[src/design/touch_link_pkg.sv]
// Package with command layout, power modes, channel codes and link timing for the touch converter link.
package touch_link_pkg;

   // ----------------------------------------------------------------------
   // Command byte layout
   // ----------------------------------------------------------------------
   localparam int CMD_BITS          = 8;   // Command length in bits.
   localparam int CMD_START_POS     = 7;   // Start bit position.
   localparam int CHAN_HI_POS       = 6;   // Channel select upper bit.
   localparam int CHAN_LO_POS       = 4;   // Channel select lower bit.
   localparam int RES_POS           = 3;   // Resolution bit, high means 8-bit result.
   localparam int SINGLE_ENDED_POS  = 2;   // Single-ended select bit.
   localparam int REF_POWER_POS     = 1;   // Reference power bit.
   localparam int CONV_POWER_POS    = 0;   // Converter power bit.

   // ----------------------------------------------------------------------
   // Channel codes
   // ----------------------------------------------------------------------
   localparam logic [2:0] CHAN_TEMP0 = 3'h0;  // First temperature diode.
   localparam logic [2:0] CHAN_Y     = 3'h1;  // Y axis position.
   localparam logic [2:0] CHAN_BATT  = 3'h2;  // Battery monitor.
   localparam logic [2:0] CHAN_Z1    = 3'h3;  // First pressure measurement.
   localparam logic [2:0] CHAN_Z2    = 3'h4;  // Second pressure measurement.
   localparam logic [2:0] CHAN_X     = 3'h5;  // X axis position.
   localparam logic [2:0] CHAN_AUX   = 3'h6;  // Auxiliary input.
   localparam logic [2:0] CHAN_TEMP1 = 3'h7;  // Second temperature diode.

   // ----------------------------------------------------------------------
   // Edge numbers within a frame (counted from one)
   // ----------------------------------------------------------------------
   localparam logic [5:0] REF_UPDATE_RISE   = 6'h07;  // Reference power latched here.
   localparam logic [5:0] CONV_UPDATE_RISE  = 6'h08;  // Converter power latched here.
   localparam logic [5:0] HOLD_END_RISE     = 6'h05;  // Held switches released here.
   localparam logic [5:0] TRACK_START_FALL  = 6'h05;  // Tracking opens.
   localparam logic [5:0] TRACK_END_FALL    = 6'h08;  // Tracking closes, busy rises.
   localparam logic [5:0] BUSY_END_FALL     = 6'h09;  // Busy falls, first result bit.
   localparam logic [5:0] DIFF_END_FALL     = 6'h14;  // Differential drive ends (twentieth).
   localparam logic [5:0] OVERLAP_PERIOD    = 6'h0F;  // Earliest rising edge for an overlapped start bit (14 clocks after the first).

   // ----------------------------------------------------------------------
   // Result widths and reset values
   // ----------------------------------------------------------------------
   localparam int RESULT_BITS_FULL  = 12;       // Full resolution result.
   localparam int RESULT_BITS_SHORT = 8;        // Short resolution result.
   localparam logic [1:0] POWER_RESET = 2'h0;   // Power bits after reset.

   // ----------------------------------------------------------------------
   // Host timing
   // ----------------------------------------------------------------------
   localparam int SCLK_DIV_HALF = 4;            // System clocks per serial clock half period.

endpackage : touch_link_pkg

[src/design/touch_link_if.sv]
// Interface carrying the four-wire serial link, the busy flag and their output enables between host and converter.
`timescale 1ns/1ps
interface touch_link_if;
   logic chip_select_n;   // Frame select from host, active low.
   logic serial_clock;    // Serial clock made by host.
   logic data_in;         // Command bits to the converter.
   logic data_out;        // Result bits from the converter.
   logic data_out_oe;     // High while the converter drives data_out.
   logic busy;            // Converter busy flag.
   logic busy_oe;         // High while the converter drives busy.

   // Host end.
   modport host (
      output chip_select_n,
      output serial_clock,
      output data_in,
      input  data_out,
      input  data_out_oe,
      input  busy,
      input  busy_oe
   );

   // Converter end.
   modport device (
      input  chip_select_n,
      input  serial_clock,
      input  data_in,
      output data_out,
      output data_out_oe,
      output busy,
      output busy_oe
   );
endinterface : touch_link_if

[src/design/touch_link_device.sv]
// Converter end: command capture, power modes, plate switches, pen interrupt gating and result shifting.
`timescale 1ns/1ps
module touch_link_device
   import touch_link_pkg::*;
(
   input  wire logic        pclk,
   input  wire logic        presetn,
   touch_link_if.device     link,
   input  wire logic [11:0] sample,          // Converted value from the analog core.
   input  wire logic        pen_touched,     // Plate contact level from the analog core.
   output logic             x_plus_drive,    // X-plus plate switch closed.
   output logic             x_minus_drive,   // X-minus plate switch closed.
   output logic             y_plus_drive,    // Y-plus plate switch closed.
   output logic             y_minus_pin,     // Y-minus switch closed, pin tied to ground.
   output logic             converter_on,    // Converter powered.
   output logic             reference_on,    // Internal reference powered.
   output logic             tracking,        // Input tracking window.
   output logic [2:0]       channel_select,  // Converter input choice.
   output logic             single_ended_select,  // Measurement mode of the current command.
   output logic             touch_irq_n      // Pen interrupt output, active low.
);

   // ----------------------------------------------------------------------
   // Pin synchronisers
   // ----------------------------------------------------------------------
   logic [1:0] cs_sync;    // Chip select pair.
   logic [1:0] clk_sync;   // Serial clock pair.
   logic [1:0] din_sync;   // Data input pair.
   logic       clk_last;   // Previous synchronised clock for edge finding.
   logic       cs_last;    // Previous synchronised select.

   // Two flip-flops on each link pin; edges are found on the second stage only.
   always_ff @(posedge pclk or negedge presetn) begin
      if (!presetn) begin
         cs_sync  <= 2'h3;  // Deselected level.
         clk_sync <= 2'h0;
         din_sync <= 2'h0;
         clk_last <= 1'b0;  // Matches the idle clock, so no false edge follows reset.
         cs_last  <= 1'b1;
      end else begin
         cs_sync  <= {cs_sync[0], link.chip_select_n};
         clk_sync <= {clk_sync[0], link.serial_clock};
         din_sync <= {din_sync[0], link.data_in};
         clk_last <= clk_sync[1];
         cs_last  <= cs_sync[1];
      end
   end

   wire selected = !cs_sync[1];
   wire cs_fall  = cs_last && !cs_sync[1];
   wire rise     = selected && clk_sync[1] && !clk_last;
   wire fall     = selected && !clk_sync[1] && clk_last;

   // ----------------------------------------------------------------------
   // Command state
   // ----------------------------------------------------------------------
   logic       started;     // Start bit seen in this command.
   logic [5:0] rise_num;    // Rising edges since start bit (start bit is one).
   logic [5:0] fall_num;    // Falling edges since start bit.
   logic [6:0] cmd_sr;      // Command bits after the start bit.
   logic [7:0] cmd;         // Latched command byte.
   logic       ref_bit;     // Reference power state.
   logic       conv_bit;    // Converter power state.
   logic       prev_xy;     // Previous command chose an axis channel.
   logic [11:0] out_sr;     // Result shift register.
   logic       out_bit;     // Registered data output.
   logic       busy_q;      // Registered busy.

   function automatic logic is_axis(input logic [2:0] ch);
      is_axis = (ch == CHAN_X) || (ch == CHAN_Y);
   endfunction

   function automatic logic is_plate(input logic [2:0] ch);
      is_plate = is_axis(ch) || (ch == CHAN_Z1) || (ch == CHAN_Z2);
   endfunction

   // Start bit on a rising edge begins counting; counter restarts on select fall.
   wire start_now = rise && !started && din_sync[1];
   wire cmd_done  = rise && started && (rise_num == CONV_UPDATE_RISE - 6'h01);
   // A new start bit may arrive during result shifting for overlapped frames.
   wire restart   = rise && started && (rise_num >= OVERLAP_PERIOD - 6'h01) && din_sync[1];

   // Command sequencer: counts edges from the start bit, shifts the command in, latches power bits.
   always_ff @(posedge pclk or negedge presetn) begin
      if (!presetn) begin
         started  <= 1'b0;
         rise_num <= 6'h00;
         fall_num <= 6'h00;
         cmd_sr   <= 7'h00;
         cmd      <= 8'h00;
         ref_bit  <= POWER_RESET[1];
         conv_bit <= POWER_RESET[0];
         prev_xy  <= 1'b0;
      end else if (cs_fall || !selected) begin
         // Power bits and the last command survive a deselect; only the framing restarts.
         started  <= 1'b0;
         rise_num <= 6'h00;
         fall_num <= 6'h00;
      end else if (start_now || restart) begin
         started  <= 1'b1;
         rise_num <= 6'h01;
         fall_num <= 6'h00;
         cmd_sr   <= 7'h00;
         prev_xy  <= is_axis(cmd[CHAN_HI_POS:CHAN_LO_POS]);
      end else if (rise && started) begin
         if (rise_num < 6'(CMD_BITS)) cmd_sr <= {cmd_sr[5:0], din_sync[1]};
         if (rise_num != 6'h3F) rise_num <= rise_num + 6'h01;
         // The reference bit is the one on the line at rising edge seven, not yet in the shifter.
         if (rise_num == REF_UPDATE_RISE - 6'h01) ref_bit <= din_sync[1];
         if (cmd_done) begin
            cmd <= {1'b1, cmd_sr[5:0], din_sync[1]};
            conv_bit <= din_sync[1];
         end
      end else if (fall && started && fall_num != 6'h3F) begin
         fall_num <= fall_num + 6'h01;
      end
   end

   // Channel bits become visible on rising edge four, before tracking begins. While the command
   // is still shifting in they move up one place per edge, so the shifter is realigned by the
   // edge count; from edge eight on the latched command holds them.
   wire [6:0] chan_shift = cmd_sr >> (rise_num - 6'h04);  // Channel bits brought to the bottom.
   wire       shifting   = (rise_num >= 6'h04) && (rise_num < CONV_UPDATE_RISE);
   wire [2:0] live_chan  = shifting ? chan_shift[2:0] : cmd[CHAN_HI_POS:CHAN_LO_POS];
   // The measurement mode bit arrives at edge six and sits one place higher at edge seven.
   wire       live_se    = (rise_num == 6'h06) ? cmd_sr[0] :
                           (rise_num == 6'h07) ? cmd_sr[1] : cmd[SINGLE_ENDED_POS];
   wire       track_win = started && fall_num >= TRACK_START_FALL && fall_num < TRACK_END_FALL;
   wire       conv_win  = started && fall_num >= TRACK_START_FALL && fall_num < DIFF_END_FALL;
   wire       held      = conv_bit && (!started || rise_num < HOLD_END_RISE);
   wire       drive_now = is_plate(live_chan) && (live_se ? track_win : conv_win);
   wire       mode01    = conv_bit && is_axis(live_chan) && selected;
   wire       plates_on = selected && (held ? is_plate(cmd[CHAN_HI_POS:CHAN_LO_POS]) : (drive_now || mode01));
   wire [2:0] sw_chan   = held ? cmd[CHAN_HI_POS:CHAN_LO_POS] : live_chan;

   // ----------------------------------------------------------------------
   // Outputs: result shifting and busy
   // ----------------------------------------------------------------------
   wire fall_busy  = fall && started && (fall_num == TRACK_END_FALL - 6'h01);
   wire fall_first = fall && started && (fall_num == BUSY_END_FALL - 6'h01);

   // Result shifter and busy flag; both move on falling serial edges and clear on a deselect.
   always_ff @(posedge pclk or negedge presetn) begin
      if (!presetn) begin
         busy_q  <= 1'b0;
         out_bit <= 1'b0;
         out_sr  <= 12'h000;
      end else if (cs_fall || !selected) begin
         busy_q  <= 1'b0;
         out_bit <= 1'b0;
         out_sr  <= 12'h000;
      end else if (fall_busy) begin
         busy_q <= 1'b1;
         out_sr <= cmd[RES_POS] ? {sample[11:4], 4'h0} : sample;
      end else if (fall_first) begin
         busy_q <= 1'b0;
         out_bit <= out_sr[11];
         out_sr  <= {out_sr[10:0], 1'b0};
      end else if (fall && started && fall_num > BUSY_END_FALL - 6'h01) begin
         out_bit <= out_sr[11];
         out_sr  <= {out_sr[10:0], 1'b0};
      end
   end

   assign link.busy        = busy_q;
   assign link.busy_oe     = selected;
   assign link.data_out    = out_bit;
   assign link.data_out_oe = selected;

   // ----------------------------------------------------------------------
   // Plate switches, power and pen interrupt
   // ----------------------------------------------------------------------
   assign x_plus_drive  = plates_on && (sw_chan == CHAN_X);
   assign x_minus_drive = plates_on && (sw_chan == CHAN_X || sw_chan == CHAN_Z1 || sw_chan == CHAN_Z2);
   assign y_plus_drive  = plates_on && (sw_chan == CHAN_Y || sw_chan == CHAN_Z1 || sw_chan == CHAN_Z2);
   assign y_minus_pin   = !selected || (plates_on && sw_chan == CHAN_Y);
   assign reference_on  = ref_bit;
   assign converter_on  = conv_bit ? (ref_bit || selected) : conv_win;
   assign tracking      = track_win;
   assign channel_select      = live_chan;
   assign single_ended_select = live_se;

   // Interrupt: disabled in mode 11 when deselected; forced during conversion window per channel.
   wire irq_pen  = !pen_touched;
   wire irq_live = conv_win ? !is_axis(live_chan) : irq_pen;
   wire irq_hold = prev_xy ? 1'b0 : 1'b1;
   assign touch_irq_n = (ref_bit && conv_bit && !selected) ? 1'b1 :
                        (conv_bit && selected && !conv_win) ? (held ? irq_hold : !is_axis(live_chan)) :
                        irq_live;

endmodule : touch_link_device

[src/flat_wrapper.sv]
// flat-port wrapper written by rule: the top's interface ports become plain ports
module touch_link_device_flat import touch_link_pkg::*;
  (pclk, presetn, sample, pen_touched, x_plus_drive, x_minus_drive, y_plus_drive, y_minus_pin, converter_on, reference_on, tracking, channel_select, single_ended_select, touch_irq_n, link_chip_select_n, link_serial_clock, link_data_in, link_data_out, link_data_out_oe, link_busy, link_busy_oe);
  touch_link_if link_i ();
  input  wire logic pclk;
  input  wire logic presetn;
  input  wire logic [11:0] sample;
  input  wire logic pen_touched;
  output logic x_plus_drive;
  output logic x_minus_drive;
  output logic y_plus_drive;
  output logic y_minus_pin;
  output logic converter_on;
  output logic reference_on;
  output logic tracking;
  output logic [2:0] channel_select;
  output logic single_ended_select;
  output logic touch_irq_n;
  input wire logic [$bits(link_i.chip_select_n)-1:0] link_chip_select_n;
  input wire logic [$bits(link_i.serial_clock)-1:0] link_serial_clock;
  input wire logic [$bits(link_i.data_in)-1:0] link_data_in;
  output wire logic [$bits(link_i.data_out)-1:0] link_data_out;
  output wire logic [$bits(link_i.data_out_oe)-1:0] link_data_out_oe;
  output wire logic [$bits(link_i.busy)-1:0] link_busy;
  output wire logic [$bits(link_i.busy_oe)-1:0] link_busy_oe;
  assign link_i.chip_select_n = link_chip_select_n;
  assign link_i.serial_clock = link_serial_clock;
  assign link_i.data_in = link_data_in;
  assign link_data_out = link_i.data_out;
  assign link_data_out_oe = link_i.data_out_oe;
  assign link_busy = link_i.busy;
  assign link_busy_oe = link_i.busy_oe;
  touch_link_device u_core (.pclk(pclk), .presetn(presetn), .link(link_i), .sample(sample), .pen_touched(pen_touched), .x_plus_drive(x_plus_drive), .x_minus_drive(x_minus_drive), .y_plus_drive(y_plus_drive), .y_minus_pin(y_minus_pin), .converter_on(converter_on), .reference_on(reference_on), .tracking(tracking), .channel_select(channel_select), .single_ended_select(single_ended_select), .touch_irq_n(touch_irq_n));
endmodule
[config.mk]
export PLATFORM = sky130hd
export DESIGN_NAME = touch_link_device_flat
export DESIGN_NICKNAME = d
export VERILOG_FILES = /design/src/design/touch_link_pkg.sv /design/src/design/touch_link_if.sv /design/src/design/touch_link_device.sv /design/src/flat_wrapper.sv
export SDC_FILE = /design/constraint.sdc
export NUM_CORES = 1
export LEC_CHECK = 0
export BUFFER_PORTS_ARGS = -buffer_cell sky130_fd_sc_hd__buf_2
export CAP_MARGIN = 10
export CORE_MARGIN = 4
export CORE_UTILIZATION = 55
export CTS_CLUSTER_DIAMETER = 30
export DETAILED_ROUTE_END_ITERATION = 16
export PLACE_DENSITY = 0.85
export SYNTH_ARGS = -nofsm -noshare
export SYNTH_HDL_FRONTEND = slang
export SYNTH_SLANG_ARGS = --single-unit
[constraint.sdc]
create_clock -name pclk -period 3.8 [get_ports pclk]
set_input_delay 0.19 -clock pclk [delete_from_list [all_inputs] [get_ports pclk]]
set_output_delay 0.19 -clock pclk [all_outputs]
set_load 0.05 [all_outputs]
==> results of run 1 <==
==> timing repair <==
item | CTS | global route
gates resized for setup | 0 | 1
endpoints found under the setup margin | 0 | 1
hold endpoints to repair | 3 | 8
hold buffers | 3 | 1
==> Yosys cell counts (all sizes together), types with 6 or more instances <==
cell type,number
a21oi,13
inv,15
mux2i,20
nand2,22
o21ai,6
a22o,8
mux2,10
dfrtp,47
buf,6
a211oi,13
nand3,7
nor2,36
xnor2,6
ha,10
clkbuf,13
==> cell families (layout without fill, tap and decap cells) <==
logic type      count (synthesis)  after routing  share of synthesized area (%)
simple gates                  103            103                           17.0
compound gates                 67             67                           17.4
flops                          50             50                           41.9
buf+inv                        34             62                           5.22
mux                            31             31                           11.3
fa+ha+maj                      10             10                           4.18
xor+xnor                       10             10                           2.93
==> final cells by class <==
class | count | area, µm² | area share [%]
clock buffer | 5 | 68.8 | 2.08
tap | 70 | 87.6 | 2.65
clock inverter | 2 | 15.0 | 0.454
multi-input combinational | 221 | 1580 | 47.9
inverter | 15 | 56.3 | 1.70
sequential | 50 | 1260 | 38.0
timing repair buffer | 40 | 240 | 7.26
==> layer usage <==
metal  GRT usage, %  vias up  wire [µm]
li1               -     1157          -
met1           27.8     1135       2950
met2           32.0       62       2840
met3           3.29       10        299
met4           7.48        0         96
met5              0        -          0
==> power breakdown <==
group	internal [W]	switching, W	total, W
clock network	0.000126	0.000178	0.000304
logic	0.0000162	0.0000308	0.0000470
registers	0.000538	0.00000554	0.000543
==> final timing paths <==
kind | cells past startpoint | slack [ns] | start | endpoint
worst max-delay path | 8 | 0.38 | u_core.rise_num[5] | x_minus_drive
worst max register to register | 8 | 1.07 | u_core.rise_num[2] | u_core.cmd[6]
min in group asynchronous | 2 | 0.28 | presetn | u_core.rise_num[3]
max in group asynchronous | 3 | 2.97 | presetn | u_core.cs_sync[0]
worst min register to register | 0 | 0.35 | u_core.cs_sync[0] | u_core.cs_sync[1]
worst min-delay path | 3 | 0.15 | sample[0] | u_core.out_sr[0]
==> stage by stage <==
step | util [%] | instances | area [µm²] | hold slack [ns] | setup TNS (ns)
floorplan | - | 305 | 2990 | -0.106 | -0.122
global placement | 60.7 | 391 | 3160 | 0.298 | 0
detailed placement | 60.7 | 391 | 3160 | 0.296 | 0
CTS | 62.9 | 401 | 3280 | 0.117 | 0
global route | 63.5 | 403 | 3310 | 0.161 | 0
finish | 63.5 | 403 | 3310 | 0.149 | 0
==> state kept, by name, summed over array words and instances (netlist names) <==
| register | flops |
|---|---|
| u_core.din_sync | 2 |
| u_core.fall_num | 6 |
| u_core.out_sr | 12 |
| u_core.cs_last | 1 |
| u_core.clk_sync | 2 |
| u_core.started | 1 |
| u_core.cmd_sr | 7 |
| u_core.cs_sync | 2 |
| u_core.link.busy | 1 |
| u_core.clk_last | 1 |
| u_core.prev_xy | 1 |
| u_core.reference_on | 1 |
| u_core.cmd | 6 |
| u_core.link.data_out | 1 |
| u_core.rise_num | 6 |
==> worst register-to-register path: cells and delay by family (launching register included) <==
kind                       cells  cell delay (ns)
adders and majority gates      1             0.27
muxes                          1             0.34
DFF                            1             0.51
and+or+nand+nor                4             1.09
AOI/OAI and AO/OA              2             0.40
==> impl_metrics.py, run 1 <==
metrics = {
    "setup_path": {
        "path_max_fanout": 13,
        "slowest_delay_ns": 0.54,
        "start_kind": "flip-flop",
        "cp_data_required_time_ns": 3.61,
        "worstPathArrival_ns": 3.23,
        "cp_num_buf_inv": 1,
        "end_kind": "output port",
        "crit_chain": "or3_1 -> a221o_1 -> nand2_4 -> mux2_4 -> a21o_2 -> mux2_2 -> a21oi_1 -> buf_2",
        "path_class": "flip-flop to output port",
        "cp_top_family": "compound AO/OA/AOI/OAI gates",
        "crit_slowest_cell": "or3_1",
    },
    "clock_tree": {
        "cts_buffers": 5,
        "h-tree-depth": 2,
        "clock-root-buffer": "clkbuf_8",
        "cts_tree": "done",
        "insertion_delay_ns": 0.30,
        "cts.sinks": 50,
        "post-cts-setup-buffers": 0,
        "clk_pin_slew_ns": 0.09,
        "ctsLongestPathBuffers": 2,
    },
    "floorplan": {
        "io_pins": 34,
        "core_um2": 5200,
        "die_area_um2": 6690,
        "initial_utilization_pct": 57.5,
        "rows": 26,
        "die_height_um": 81.8,
        "chipWidth_um": 81.8,
    },
    "synth": {
        "synth_top_cell_by_area": "dfrtp_1",
        "synth_area_leaders": "dfrtp_1, mux2i_1, nor2_1",
        "synth-edff-count": 0,
        "synth_seq_cells": 50,
        "avgSynthCellArea_um2": 9.82,
        "ys_warn_count": 0,
        "async_reset_ff_share_pct": 100,
        "synth-main-ff-cell": "dfrtp_1",
        "synthesis.area_um2": 2990,
        "yosysTopAreaCellShare_pct": 39.3,
        "ys_types": 56,
        "synthCells": 305,
        "synth_nets": 333,
        "synth-seq-area-share_pct": 41.9,
    },
    "flow_run": {
        "maxCapViolCount": 0,
    },
    "sta": {
        "hold_violations": 0,
        "slew_viol_final": 0,
        "tightest_slew_ns": 0.541,
        "setup_viol": 0,
        "max_freq_mhz": 292,
        "period_minus_slack_ns": 3.42,
        "skew_ns": 0.0120,
        "fin_ws_ns": 0.377,
        "slew_headroom_pct": 63.4,
        "rsz0062_at_grt": "false",
        "min_period_over_period_pct": 90.1,
    },
    "global_routing": {
        "grt_antenna_before_repair": 0,
        "first_global_vias": 2255,
        "grt-ovfl-total": 0,
        "grt_util_all_layers_pct": 20.2,
        "grt_max_degree": 51,
        "grt_pass1_wl_um": 10500,
    },
    "final_layout": {
        "diodes": 0,
        "final_cell_mix": "dfrtp_1, nor2_1, buf_2",
        "nNetsFinal": 361,
        "area_growth_pct": 10.4,
        "fill_cells": 430,
        "final_layout_size_suffix_gt1_share_pct": 20.7,
        "final_common_cell": "dfrtp_1",
    },
    "power_and_ir_drop": {
        "power.leakage_nw": 1.43,
        "vdd.ir_drop.worst_v": 0.000214,
        "total_power_w": 0.000894,
        "p_per_area_nw_per_um2": 270,
    },
    "route": {
        "finalWirelength_um": 6190,
        "drc": 0,
        "wl_per_cell_um": 15.3,
        "first_pass_iters": 4,
        "ant_nets": 0,
        "drtIter0Drc": 132,
        "avgViaCountPerCell": 5.87,
        "vias": 2364,
    },
    "placed_design": {
        "dpl.hpwl_um": 4440,
        "portBuffers": 33,
        "gp_congestion": 0.924,
        "post-place-ws_ns": 0.649,
    },
    "min_path": {
        "min_path_type": "primary input to flip-flop",
    },
    "run_status": {
        "status": "completed",
    },
}
Note: power is estimated with default switching activity, not from simulation.
==> run 2, diff against run 1 <==
--- a/config.mk
+++ b/config.mk
@@ -11,7 +11,7 @@
 export CORE_UTILIZATION = 55
 export CTS_CLUSTER_DIAMETER = 30
 export DETAILED_ROUTE_END_ITERATION = 16
-export PLACE_DENSITY = 0.85
+export PLACE_DENSITY_LB_ADDON = 0.05
 export SYNTH_ARGS = -nofsm -noshare
 export SYNTH_HDL_FRONTEND = slang
 export SYNTH_SLANG_ARGS = --single-unit
==> impl_metrics.py, run 2 (synthesis gave the netlist of run 1 again) <==
metrics = {
    "setup_path": {
        "cp_top_family": "compound AO/OA/AOI/OAI gates",
        "crit_chain": "inv_1 -> ha_1 -> nor2_1 -> a21oi_1 -> o311a_1 -> nor4_1 -> a22oi_1 -> mux2_2 -> a21oi_1 -> buf_2",
        "endpoint": "x_minus_drive",
        "r2r_slack_ns": 1.01,
        "start_kind": "flip-flop",
        "slowest_delay_ns": 0.63,
        "crit_top_cell": "a21oi_1",
        "cp_data_required_time_ns": 3.61,
        "end_kind": "output port",
        "rr_worst_depth": 8,
        "r2r-start": "u_core.rise_num[2]",
        "timing.rr.end": "u_core.cmd[4]",
        "worstPathArrival_ns": 3.33,
        "path_class": "flip-flop to output port",
        "startpoint": "u_core.rise_num[2]",
        "path_max_fanout": 16,
        "cp_num_buf_inv": 2,
        "crit_cells": 10,
        "crit_slowest_cell": "dfrtp_1",
    },
    "sta": {
        "slew_viol_final": 0,
        "slew_headroom_pct": 58.7,
        "hold_violations": 28,
        "min_period_over_period_pct": 92.7,
        "tightest_slew_ns": 0.619,
        "period_minus_slack_ns": 3.52,
        "rsz0062_at_grt": "false",
        "hold_slack_ns": -0.0246,
        "setup_viol": 0,
        "max_freq_mhz": 284,
        "skew_ns": 0.00757,
    },
    "route": {
        "drtIter0Drc": 141,
        "wl_met2_um": 2630,
        "met1_length_um": 3050,
        "avgViaCountPerCell": 5.80,
        "wl_per_cell_um": 14.9,
        "ant_nets": 0,
        "drc": 0,
        "vias": 2337,
        "wl_met3_um": 271,
        "routed.top_layer": "met4",
        "finalWirelength_um": 6010,
        "first_pass_iters": 4,
    },
    "final_layout": {
        "fill_cells": 456,
        "final_cell_mix": "dfrtp_1, nor2_1, buf_2",
        "fin_area_um2": 3280,
        "largest_reg_flops": 12,
        "fin_cells": 403,
        "largestRegisters": "u_core.out_sr (12), u_core.cmd_sr (7)",
        "area_growth_pct": 9.65,
        "nNetsFinal": 360,
        "utilization_pct": 63.1,
        "final_common_cell": "dfrtp_1",
        "diodes": 0,
        "top_register": "u_core.out_sr",
        "final_layout_size_suffix_gt1_share_pct": 20.1,
    },
    "run_status": {
        "status": "finished, violations left",
        "failed_checks": "hold timing",
    },
    "floorplan": {
        "chipWidth_um": 81.8,
        "io_pins": 34,
        "initial_utilization_pct": 57.5,
        "rows": 26,
        "die_height_um": 81.8,
        "core_um2": 5200,
        "die_area_um2": 6690,
    },
    "clock_tree": {
        "clk_pin_slew_ns": 0.09,
        "cts.sinks": 50,
        "clock-root-buffer": "clkbuf_8",
        "cts_buffers": 5,
        "cts_resized": 0,
        "insertion_delay_ns": 0.30,
        "cts_tree": "done",
        "ctsLongestPathBuffers": 2,
        "h-tree-depth": 2,
    },
    "global_routing": {
        "grt_antenna_before_repair": 0,
        "grt-ovfl-total": 0,
        "grt_max_degree": 51,
        "grt_util_all_layers_pct": 19.8,
        "first_global_vias": 2170,
        "grt_pass1_wl_um": 10300,
    },
    "min_path": {
        "min_path_type": "primary input to asynchronous set/reset pin",
    },
    "power_and_ir_drop": {
        "power.leakage_nw": 1.42,
        "p_per_area_nw_per_um2": 270,
        "vdd.ir_drop.worst_v": 0.000276,
    },
    "placed_design": {
        "dpl.cell_count": 392,
        "gp_congestion": 0.866,
        "dpl_cell_area_um2": 3170,
        "portBuffers": 33,
        "dpl.hpwl_um": 4400,
    },
    "flow_run": {
        "maxCapViolCount": 0,
    },
}
[run 2: cell types whose count changed in the layout (fill, tap and decap cells not counted)]
cell / previous run / this run
buf_4: 2 / 3
clkinvlp_4: 2 / 1
dfrtp_1: 46 / 47
dlygate4sd3_1: 4 / 3
clkbuf_1: 0 / 2
buf_12: 1 / 0
dfrtp_2: 1 / 0
[run 2: power breakdown]
| group | switching (W) | internal [W] | leakage [nW] |
|---|---|---|---|
| clock network | 0.000169 | 0.000131 | 0.0385 |
| logic | 0.0000302 | 0.0000141 | 0.708 |
| registers | 0.00000521 | 0.000538 | 0.677 |
[run 2: how the worst min path moves through the flow]
stage,slack [ns],depth (start not counted),startpoint,to
floorplan,-0.11,0,presetn,u_core.clk_last
global placement,0.30,1,link_chip_select_n,u_core.cs_sync[0]
detailed placement,0.30,1,link_chip_select_n,u_core.cs_sync[0]
CTS,0.009,2,presetn,u_core.out_sr[7]
global route,0.03,2,presetn,u_core.fall_num[5]
finish,-0.02,2,presetn,u_core.rise_num[2]
[run 2: cell type report]
| cell class | instances | area [µm²] | share of cell area (%) |
|---|---|---|---|
| inverter | 15 | 56.3 | 1.71 |
| multi-input combinational | 221 | 1580 | 48.2 |
| sequential | 50 | 1250 | 38.2 |
| timing repair buffer | 39 | 218 | 6.63 |
| tap | 70 | 87.6 | 2.67 |
| clock buffer | 7 | 76.3 | 2.32 |
| clock inverter | 1 | 7.51 | 0.229 |
[run 2: routing by layer]
metal | track usage [%] | vias to the layer above
li1 | - | 1151
met1 | 30.0 | 1139
met2 | 29.2 | 40
met3 | 3.40 | 7
met4 | 5.15 | 0
met5 | 0 | -
[run 2: stage by stage]
step                total power, W  setup WS, ns  setup TNS [ns]
global placement          0.000597         0.739               0
detailed placement        0.000597         0.663               0
global route              0.000921        0.0531               0
finish                    0.000887         0.278               0
floorplan                 0.000572       -0.0553          -0.122
CTS                       0.000894         0.300               0
[run 2: repair_timing]
action                     CTS  global route
setup buffers                0             0
hold buffers                 3             0
hold endpoints to repair     3             0
setup endpoints to repair    0             0
==> run 3, diff against run 2 <==
--- a/config.mk
+++ b/config.mk
@@ -8,9 +8,11 @@
 export BUFFER_PORTS_ARGS = -buffer_cell sky130_fd_sc_hd__buf_2
 export CAP_MARGIN = 10
 export CORE_MARGIN = 4
-export CORE_UTILIZATION = 55
+export CORE_UTILIZATION = 40
 export CTS_CLUSTER_DIAMETER = 30
+export CTS_CLUSTER_SIZE = 25
 export DETAILED_ROUTE_END_ITERATION = 16
+export GPL_ROUTABILITY_DRIVEN = 0
 export PLACE_DENSITY_LB_ADDON = 0.05
 export SYNTH_ARGS = -nofsm -noshare
 export SYNTH_HDL_FRONTEND = slang
==> impl_metrics.py, run 3 (synthesis gave the netlist of run 1 again) <==
metrics = {
    "global_routing": {
        "grt-ovfl-total": 0,
        "grt_antenna_before_repair": 0,
        "grt_pass1_wl_um": 11400,
        "grt_util_all_layers_pct": 16.4,
        "first_global_vias": 2173,
        "grt_max_degree": 38,
    },
    "route": {
        "first_pass_iters": 5,
        "drc": 0,
        "finalWirelength_um": 6790,
        "drtIter0Drc": 145,
        "avgViaCountPerCell": 5.33,
        "ant_nets": 0,
        "wl_per_cell_um": 15.7,
        "vias": 2307,
    },
    "final_layout": {
        "nNetsFinal": 361,
        "largest_reg_flops": 12,
        "fill_cells": 710,
        "final_cell_mix": "dfrtp_1, nor2_1, buf_2",
        "final_layout_size_suffix_gt1_share_pct": 20.7,
        "largestRegisters": "u_core.out_sr (12), u_core.cmd_sr (7)",
        "diodes": 0,
        "area_growth_pct": 12.0,
        "final_common_cell": "dfrtp_1",
        "top_register": "u_core.out_sr",
    },
    "sta": {
        "slew_headroom_pct": 63.4,
        "max_freq_mhz": 288,
        "setup_viol": 0,
        "min_period_over_period_pct": 91.3,
        "skew_ns": 0.00950,
        "tightest_slew_ns": 0.542,
        "hold_violations": 0,
        "slew_viol_final": 0,
        "rsz0062_at_grt": "false",
        "period_minus_slack_ns": 3.47,
        "fin_ws_ns": 0.331,
    },
    "power_and_ir_drop": {
        "vdd.ir_drop.worst_v": 0.000162,
        "power.leakage_nw": 1.45,
        "p_per_area_nw_per_um2": 290,
        "total_power_w": 0.000973,
    },
    "clock_tree": {
        "cts_tree": "done",
        "clock-root-buffer": "clkbuf_8",
        "insertion_delay_ns": 0.31,
        "cts_buffers": 5,
        "clk_pin_slew_ns": 0.10,
        "post-cts-setup-buffers": 0,
        "cts_resized": 0,
        "ctsLongestPathBuffers": 2,
        "cts.sinks": 50,
        "h-tree-depth": 2,
    },
    "floorplan": {
        "die_area_um2": 8930,
        "io_pins": 34,
        "chipWidth_um": 94.5,
        "initial_utilization_pct": 41.3,
        "die_height_um": 94.5,
        "core_um2": 7250,
        "rows": 31,
    },
    "placed_design": {
        "portBuffers": 33,
        "dpl.hpwl_um": 5000,
        "post-place-ws_ns": 0.679,
    },
    "setup_path": {
        "end_kind": "output port",
        "path_max_fanout": 16,
        "start_kind": "flip-flop",
        "cp_data_required_time_ns": 3.61,
        "path_class": "flip-flop to output port",
        "worstPathArrival_ns": 3.28,
    },
    "run_status": {
        "status": "completed",
    },
    "min_path": {
        "min_path_type": "primary input to flip-flop",
    },
    "flow_run": {
        "maxCapViolCount": 0,
    },
}
==> run 3: cell type report <==
cell class / instances / area, µm² / area share, %
inverters: 15 / 56.3 / 1.68
flip-flops and latches: 50 / 1250 / 37.4
multi-input cells: 221 / 1580 / 47.2
repair buffers: 40 / 228 / 6.79
clock buffers: 5 / 68.8 / 2.05
clock inverters: 3 / 40.0 / 1.19
well taps: 99 / 124 / 3.69
==> run 3: critical path, stage by stage, from the launching register on <==
cell,delay [ns]
dfrtp_1,0.64
inv_1,0.16
ha_1,0.31
nor2_1,0.19
a21oi_1,0.13
o311a_1,0.39
nor4_1,0.28
a22oi_1,0.16
mux2_2,0.31
a21oi_1,0.13
buf_2,0.27
==> run 3: path summary, 6_finish.rpt <==
check                      depth (start not counted)                  to                from  slack (ns)
setup / recovery                                  10       x_minus_drive  u_core.rise_num[2]        0.33
min in group asynchronous                          2  u_core.rise_num[3]             presetn        0.30
setup reg to reg                                   8       u_core.cmd[3]  u_core.rise_num[2]        0.89
hold reg to reg                                    0   u_core.cs_sync[1]   u_core.cs_sync[0]        0.36
max in group asynchronous                          3   u_core.cs_sync[1]             presetn        2.69
hold / removal                                     3   u_core.out_sr[11]          sample[11]        0.15
==> run 3: timing repair <==
item,in CTS,in global routing
hold buffers,4,0
hold endpoints to repair,16,0
setup endpoints to repair,0,0
==> run 3: report_power, final <==
group	internal (W)	switching, W
logic	0.0000148	0.0000310
registers	0.000538	0.00000547
clock network	0.000194	0.000190
total	0.000747	0.000226
==> run 3: stage by stage <==
step | utilization, % | setup TNS, ns | instance area, µm² | hold slack [ns] | instances
after floorplan | - | -0.122 | 2990 | -0.106 | 305
after global placement | 44.2 | 0 | 3210 | 0.116 | 421
after detailed placement | 44.2 | 0 | 3210 | 0.117 | 421
after CTS | 46.2 | 0 | 3350 | 0.149 | 433
after global routing | 46.2 | 0 | 3350 | 0.156 | 433
final | 46.2 | 0 | 3350 | 0.155 | 433
==> run 3: per-layer routing <==
metal  wire length, µm  vias up  global-route usage [%]
li1                  -     1152                       -
met1              3430     1103                    25.2
met2              3050       46                    23.5
met4                70        0                    4.33
met3               240        6                    2.87
met5                 0        -                       0
